<file path="src/logic/afc_pkg.sv">
// Package for the converter frame and power-mode controller.
// Assumes a 100 MHz system clock; the serial clock is made by division.
package afc_pkg;

  // ----------------------------------------------------------------
  // Timing
  // ----------------------------------------------------------------
  localparam int CLK_PERIOD_NS = 10;
  localparam int SCLK_HALF_CYC = 3;
  localparam int GAP_NS = 60;
  localparam int GAP_CYC = (GAP_NS + CLK_PERIOD_NS - 1) / CLK_PERIOD_NS;
  localparam int POWERUP_NS = 1000;
  localparam int POWERUP_CYC = (POWERUP_NS + CLK_PERIOD_NS - 1) / CLK_PERIOD_NS;

  // ----------------------------------------------------------------
  // Frame lengths in serial-clock falling edges, and result bit layout
  // ----------------------------------------------------------------
  localparam int FULL_EDGES = 16;
  localparam int WAKE_EDGES = 10;
  localparam int SLEEP_EDGES = 4;
  localparam int LEAD_ZEROS = 4;
  localparam int RESULT_BITS = 12;

  typedef enum logic [1:0] {
    AFC_CMD_CONVERT,
    AFC_CMD_WAKE,
    AFC_CMD_SLEEP
  } afc_cmd_t;

endpackage

</file>
<file path="src/logic/afc_fifo.sv">
// Result FIFO between the frame controller and its user.
// Assumes writer and reader share one clock.
`timescale 1ns/1ps
`default_nettype none
module afc_fifo #(
  parameter int WIDTH = 12,
  parameter int DEPTH = 8
) (
  input wire logic clk_i,
  input wire logic rst_i,
  input wire logic in_valid_i,
  output logic in_ready_o,
  input wire logic [WIDTH-1:0] in_data_i,
  output logic out_valid_o,
  input wire logic out_ready_i,
  output logic [WIDTH-1:0] out_data_o
);
  localparam int AW = $clog2(DEPTH);

  initial begin
    if (DEPTH < 2 || (1 << AW) != DEPTH) begin
      $error("Depth must be a power of two of at least two.");
    end
  end

  logic [WIDTH-1:0] mem_q [DEPTH];
  logic [AW:0] wr_q;
  logic [AW:0] rd_q;
  logic full;
  logic empty;

  assign full = (wr_q[AW] != rd_q[AW]) && (wr_q[AW-1:0] == rd_q[AW-1:0]);
  assign empty = (wr_q == rd_q);
  assign in_ready_o = !full;
  assign out_valid_o = !empty;
  assign out_data_o = mem_q[rd_q[AW-1:0]];

  always_ff @(posedge clk_i or posedge rst_i) begin
    if (rst_i) begin
      wr_q <= '0;
      rd_q <= '0;
    end else begin
      if (in_valid_i && !full) begin
        wr_q <= wr_q + 1'b1;
      end
      if (out_ready_i && !empty) begin
        rd_q <= rd_q + 1'b1;
      end
    end
  end

  always_ff @(posedge clk_i) begin
    if (in_valid_i && !full) begin
      mem_q[wr_q[AW-1:0]] <= in_data_i;
    end
  end
endmodule
`default_nettype wire

</file>
<file path="src/logic/afc_ctrl.sv">
// Host-side frame controller for a serial successive-approximation converter.
// Drives active-low chip select and the serial clock, reads the result bits.
// Assumes the converter's result pin arrives asynchronously to clk_i.
//
// Behaviour
// - Hold select low through ten falling edges.
// - Full conversion takes sixteen serial clocks.
// - Select may idle high between conversions.
// - Wait quiet gap before next select fall.
// - Release before edge ten enters power-down.
// - Dummy frame past edge ten wakes device.
// - Quiet gap also follows a dummy frame.
// - One dummy frame suffices up to 18 MHz.
// - Wake frame may end after edge ten.
// - Run dummy frame after supply before trusting.
// - Power-down may be forced after supply.
// - Dummy frame may follow supply at once.
// - Lower serial clock above 320 kSPS; here the half period SCLK_HALF_CYC is fixed.
// - Quiet gap is at least 60 ns.
`timescale 1ns/1ps
`default_nettype none
module afc_ctrl #(
  parameter int DEPTH = 8,
  parameter int POWERUP_WAIT = afc_pkg::POWERUP_CYC
) (
  input wire logic clk_i,
  input wire logic rst_i,
  input wire logic cmd_valid_i,
  input wire afc_pkg::afc_cmd_t cmd_i,
  output logic cmd_ready_o,
  output logic cs_n_o,
  output logic sclk_o,
  input wire logic serial_result_out_i,
  output logic awake_o,
  output logic res_valid_o,
  input wire logic res_ready_i,
  output logic [afc_pkg::RESULT_BITS-1:0] res_data_o
);
  import afc_pkg::*;

  initial begin
    if (POWERUP_WAIT < 1) begin
      $error("Power-up wait must be at least one cycle.");
    end
  end

  // ----------------------------------------------------------------
  // State
  // ----------------------------------------------------------------
  typedef enum {
    AFC_IDLE,
    AFC_LOW,
    AFC_HIGH,
    AFC_GAP,
    AFC_PUSH,
    AFC_POWERUP
  } afc_state_t;

  typedef struct packed {
    afc_state_t st;
    afc_cmd_t cmd;
    logic cs_n;
    logic sclk;
    logic awake;
    logic valid_data;
    logic [4:0] edges;
    logic [3:0] half;
    logic [15:0] wait_cnt;
    logic [15:0] shift;
    logic cmd_ready;
    logic push;
  } afc_reg_t;

  afc_reg_t q;
  afc_reg_t d;
  logic sync1_q;
  logic sync2_q;
  logic fifo_ready;
  logic [4:0] target;

  // Two flops before anything reads the result pin.
  always_ff @(posedge clk_i or posedge rst_i) begin
    if (rst_i) begin
      sync1_q <= 1'b0;
      sync2_q <= 1'b0;
    end else begin
      sync1_q <= serial_result_out_i;
      sync2_q <= sync1_q;
    end
  end

  // ----------------------------------------------------------------
  // Frame length per command
  // ----------------------------------------------------------------
  always_comb begin
    case (q.cmd)
      AFC_CMD_WAKE: target = 5'(WAKE_EDGES);
      AFC_CMD_SLEEP: target = 5'(SLEEP_EDGES);
      default: target = 5'(FULL_EDGES);
    endcase
  end

  // ----------------------------------------------------------------
  // Sequencer
  // ----------------------------------------------------------------
  always_comb begin
    d = q;
    d.cmd_ready = 1'b0;
    d.push = 1'b0;
    case (q.st)
      AFC_IDLE: begin
        d.cs_n = 1'b1;
        d.sclk = 1'b1;
        if (cmd_valid_i && q.cmd_ready) begin
          d.cmd = cmd_i;
          d.st = AFC_LOW;
          d.cs_n = 1'b0;
          d.edges = '0;
          d.half = '0;
          d.shift = '0;
        end else begin
          d.cmd_ready = 1'b1;
        end
      end
      AFC_HIGH: begin
        // The device shifts on falling edges; sample just before the next one.
        // The half period is fixed; slow it here for low-rate power savings.
        if (q.half == 4'(SCLK_HALF_CYC - 1)) begin
          d.half = '0;
          d.sclk = 1'b0;
          d.edges = q.edges + 5'd1;
          d.shift = {q.shift[14:0], sync2_q};
          d.st = AFC_LOW;
        end else begin
          d.half = q.half + 4'd1;
        end
      end
      AFC_LOW: begin
        if (q.half == 4'(SCLK_HALF_CYC - 1)) begin
          d.half = '0;
          d.sclk = 1'b1;
          if (q.edges == target) begin
            d.cs_n = 1'b1;
            d.wait_cnt = 16'(GAP_CYC);
            d.st = AFC_GAP;
          end else begin
            d.st = AFC_HIGH;
          end
        end else begin
          d.half = q.half + 4'd1;
        end
      end
      AFC_GAP: begin
        if (q.wait_cnt <= 16'd1) begin
          case (q.cmd)
            AFC_CMD_WAKE: begin
              d.awake = 1'b1;
              d.valid_data = 1'b0;
              d.wait_cnt = 16'(POWERUP_WAIT);
              d.st = AFC_POWERUP;
            end
            AFC_CMD_SLEEP: begin
              d.awake = 1'b0;
              d.valid_data = 1'b0;
              d.st = AFC_IDLE;
            end
            default: begin
              // The first full frame after supply is treated as the dummy.
              // A full frame outlasts the power-up time, so the next result is good.
              d.valid_data = 1'b1;
              d.awake = 1'b1;
              d.st = q.valid_data ? AFC_PUSH : AFC_IDLE;
            end
          endcase
        end else begin
          d.wait_cnt = q.wait_cnt - 16'd1;
        end
      end
      AFC_POWERUP: begin
        if (q.wait_cnt <= 16'd1) begin
          d.valid_data = 1'b1;
          d.st = AFC_IDLE;
        end else begin
          d.wait_cnt = q.wait_cnt - 16'd1;
        end
      end
      AFC_PUSH: begin
        // A full FIFO stalls the sequencer here, holding off new frames.
        if (fifo_ready) begin
          d.push = 1'b1;
          d.st = AFC_IDLE;
        end
      end
      default: begin
        d.st = AFC_IDLE;
      end
    endcase
  end

  always_ff @(posedge clk_i or posedge rst_i) begin
    if (rst_i) begin
      q <= '{st: AFC_IDLE, cmd: AFC_CMD_CONVERT, cs_n: 1'b1, sclk: 1'b1,
             awake: 1'b0, valid_data: 1'b0, edges: '0, half: '0,
             wait_cnt: '0, shift: '0, cmd_ready: 1'b0, push: 1'b0};
    end else begin
      q <= d;
    end
  end

  assign cs_n_o = q.cs_n;
  assign sclk_o = q.sclk;
  assign awake_o = q.awake;
  assign cmd_ready_o = q.cmd_ready;

  // ----------------------------------------------------------------
  // Result buffer
  // ----------------------------------------------------------------
  afc_fifo #(
    .WIDTH(RESULT_BITS),
    .DEPTH(DEPTH)
  ) u_fifo (
    .clk_i(clk_i),
    .rst_i(rst_i),
    .in_valid_i(q.push),
    .in_ready_o(fifo_ready),
    .in_data_i(q.shift[RESULT_BITS-1:0]),
    .out_valid_o(res_valid_o),
    .out_ready_i(res_ready_i),
    .out_data_o(res_data_o)
  );
endmodule
`default_nettype wire

</file>
<file path="config.mk">
export PLATFORM = sky130hd
export DESIGN_NAME = afc_ctrl
export DESIGN_NICKNAME = d
export VERILOG_FILES = /design/src/logic/afc_pkg.sv /design/src/logic/afc_fifo.sv /design/src/logic/afc_ctrl.sv
export SDC_FILE = /design/constraint.sdc
export NUM_CORES = 1
export LEC_CHECK = 0
export ABC_AREA = 1
export BUFFER_PORTS_ARGS = -buffer_cell sky130_fd_sc_hd__clkbuf_2
export CORE_AREA = 5 5 136 138
export DETAILED_ROUTE_END_ITERATION = 10
export DIE_AREA = 0 0 141 143
export SLEW_MARGIN = 5
export SYNTH_ARGS = -nofsm -noshare
export SYNTH_HDL_FRONTEND = slang
export SYNTH_SLANG_ARGS = --single-unit
</file>
<file path="constraint.sdc">
create_clock -name clk_i -period 5.3 [get_ports clk_i]
set_clock_uncertainty 0.15 [all_clocks]
set_input_delay 0.53 -clock clk_i [delete_from_list [all_inputs] [get_ports clk_i]]
set_output_delay 0.53 -clock clk_i [all_outputs]
set_load 0.03 [all_outputs]
</file>
==> flow_summary.yaml <==
outcome:
  outcome: "complete, no violations"
worst_setup_path:
  ff2ff_path_depth: 9
  cp_num_buf_inv: 4
  critical_path_depth: 8
  cp-end-kind: "output pin"
  r2r_end: "u_fifo.mem_q[0][0]"
  worst_path_max_delay_cell: "inv_1"
  crit_chain: "buf_4 > inv_1 > buf_4 > nor2_1 > o32ai_1 > nand2_1 > nand2_1 > clkbuf_2"
  rrSetupSlack_ns: 2.60
  cp-start-kind: "register"
  cp_slowest_stage_delay_ns: 0.58
  critPathKind: "register to output pin"
  path_delay_family: "buffers and inverters"
  required_ns: 4.62
  crit_path_start: "u_fifo.rd_q[0]"
  path_max_fanout: 52
  cp.arrival_ns: 2.75
  worstSetupEndpoint: "res_data_o[11]"
  r2r-start: "u_fifo.rd_q[1]"
die:
  initial_utilization_pct: 42.12
  dieArea_mm2: 0.02016
  num_rows: 48
  die_y_um: 143
  coreArea_mm2: 0.01706
  io_pins: 24
  die_w_um: 141
logic_synthesis:
  synthMuxAreaShare_pct: 0
  synth_nets: 756
  syn_area_mm2: 0.007184
  yosysSeqAreaShare_pct: 60.36
  synth_top_family_by_area: "simple AND/OR/NAND/NOR gates"
  synth-compound-area-share_pct: 7.872
  synth_xor_area_share_pct: 1.951
  post_synth_and_or_nand_nor_area_fraction_pct: 23.18
  synth_fa_ha_area_share_pct: 1.742
  synth.distinct_cells: 40
  postSynthCellCount: 739
  synth-seq-cells: 154
  synth_area_per_cell_um2: 9.722
  yosysWarnings: 0
pwr:
  vdd_drop_max_mv: 0.2899
  power_density_mw_per_mm2: 557.9
  p_leak_uw: 0.003460
place:
  gp_congestion: 0.8546
  dp_hpwl_um: 9806
  io_buffers: 23
  pre_cts_ws_ns: 2.270
drt:
  wl_met2_um: 7415
  drtAntennaViolNets: 0
  wl_met1_um: 6804
  drtIter0Drc: 284
  num_vias: 5086
  routed_wl_um: 15080
  highest_layer: "met4"
  wire_per_inst_um: 15.00
  viasPerCell: 5.061
  drc_errors: 0
  dr_wl_met3_um: 592
  dr.pass1.iters: 4
cells_and_area:
  syn_to_final_growth_pct: 12.68
  layout_commonest_cell: "nand2_1"
  drive_above_1_share_pct: 13.08
  final_cell_mix: "nand2_1, nor2_1, edfxtp_1"
  num-nets-final: 784
  n_antenna_cell: 0
cts:
  htree_num_levels: 4
  postCtsSetupBuffers: 0
  ctsHoldBuffers: 0
  cts_buffers: 17
  cts_resized: 0
  root_buffer: "clkbuf_16"
  numClockSinks: 154
  clk_pin_slew_ns: 0.06
  cts_buffer_depth: 2
  cts_tree: "built"
  clkLatencyLatePin_ns: 0.42
global_routing:
  grt_pass1_wl_um: 25070
  grt_pass1_vias: 4968
  grtUsageTotal_pct: 15.72
  overflow: 0
  antenna_found_initial: 0
  grt_max_degree: 59
hold_path:
  hold_class: "input pin to register"
sta:
  rsz0062_at_grt: "false"
  setup_slack_ns: 1.868
  hold_viol: 0
  worst_pin_slew_ns: 0.9140
  tns_ns: 0
  relSlewSlack_pct: 39.00
  min_period_ns: 3.432
  slew_viol_final: 0
  setup_viol: 0
  max_freq_mhz: 291.4
  min_period_over_period_pct: 64.75
run:
  maxCapViolCount: 0
==> stage by stage <==
step / instance area [um2] / hold WS [ns] / power [uW] / std cells / utilization [%]
after detailed placement: 7556 / 0.1847 / 3455 / 973 / 44.30
after global routing: 8095 / 0.06421 / 4862 / 1005 / 47.46
after floorplan: 7184 / 0.1812 / 3028 / 739 / -
after global placement: 7556 / 0.1893 / 3418 / 973 / 44.30
after CTS: 8095 / 0.05586 / 4560 / 1005 / 47.46
final: 8095 / 0.07154 / 4516 / 1005 / 47.46
==> cells in the mapped netlist <==
cell | count | area share [%]
dfstp_2 | 2 | 0.73
nor2_4 | 6 | 0.94
nand3_2 | 6 | 0.84
nor2_2 | 3 | 0.26
xnor2_1 | 4 | 0.49
nor3b_2 | 1 | 0.17
nand3_1 | 37 | 2.6
or2_1 | 1 | 0.087
o21ai_1 | 4 | 0.28
nand2_1 | 184 | 9.6
edfxtp_1 | 96 | 40
xor2_1 | 12 | 1.5
nand3b_2 | 1 | 0.16
a31oi_1 | 1 | 0.087
nor3_1 | 3 | 0.21
clkbuf_2 | 1 | 0.070
inv_1 | 55 | 2.9
a21oi_2 | 1 | 0.12
a22o_1 | 1 | 0.12
o31ai_1 | 1 | 0.10
o21ai_2 | 1 | 0.12
nand2_4 | 1 | 0.16
buf_1 | 2 | 0.10
nor3b_1 | 1 | 0.10
ha_1 | 10 | 1.7
buf_2 | 7 | 0.49
inv_2 | 7 | 0.37
a21oi_1 | 3 | 0.21
nor4_1 | 1 | 0.087
o21ai_0 | 38 | 2.6
o32ai_1 | 24 | 2.9
a211oi_1 | 1 | 0.10
nand2_2 | 6 | 0.52
clkbuf_1 | 13 | 0.68
dfrtp_1 | 56 | 20
o22ai_1 | 10 | 0.87
a32o_1 | 2 | 0.28
nand4_1 | 13 | 1.1
buf_6 | 2 | 0.31
nor2_1 | 121 | 6.3
==> kinds of logic after synthesis <==
group	count (synthesis)
flops	154
buf+inv	87
fa+ha+maj	10
compound gates	87
xor+xnor	16
simple gates	385
==> how the worst min path moves through the flow <==
stage,start,to,slack (ns),cells past startpoint
2_1_floorplan,sync1_q,sync2_q,0.18,0
3_3_place_gp,sync1_q,sync2_q,0.19,0
3_5_place_dp,sync1_q,sync2_q,0.18,0
4_1_cts,serial_result_out_i,sync1_q,0.06,1
5_1_grt,serial_result_out_i,sync1_q,0.06,1
6_report,serial_result_out_i,sync1_q,0.07,1
==> routing by layer <==
layer / GRT usage (%) / vias to the layer above
met3: 3.081 / 22
met5: 0 / -
met2: 27.09 / 101
met4: 5.405 / 0
li1: - / 2558
met1: 19.95 / 2405
==> layout make-up <==
cell class,count,area [um2]
multi-input combinational,498,2507
inverter,62,232.7
timing repair buffer,34,197.7
fill,1572,8961
tap,225,281.5
clock buffer,20,436.7
clock inverter,12,102.6
sequential,154,4337
==> flip-flops by register name, summed over array words and instances (netlist names) <==
register,count
sync2_q,1
cs_n_o,1
u_fifo.mem_q,96
u_fifo.rd_q,4
awake_o,1
q,44
cmd_ready_o,1
sync1_q,1
sclk_o,1
u_fifo.wr_q,4
==> report_power, final <==
group | switching (uW) | internal, uW | total, uW
Sequential | 124 | 1390 | 1510
Combinational | 1330 | 576 | 1900
Clock | 457 | 642 | 1100
Note: power is estimated with default switching activity, not from simulation.
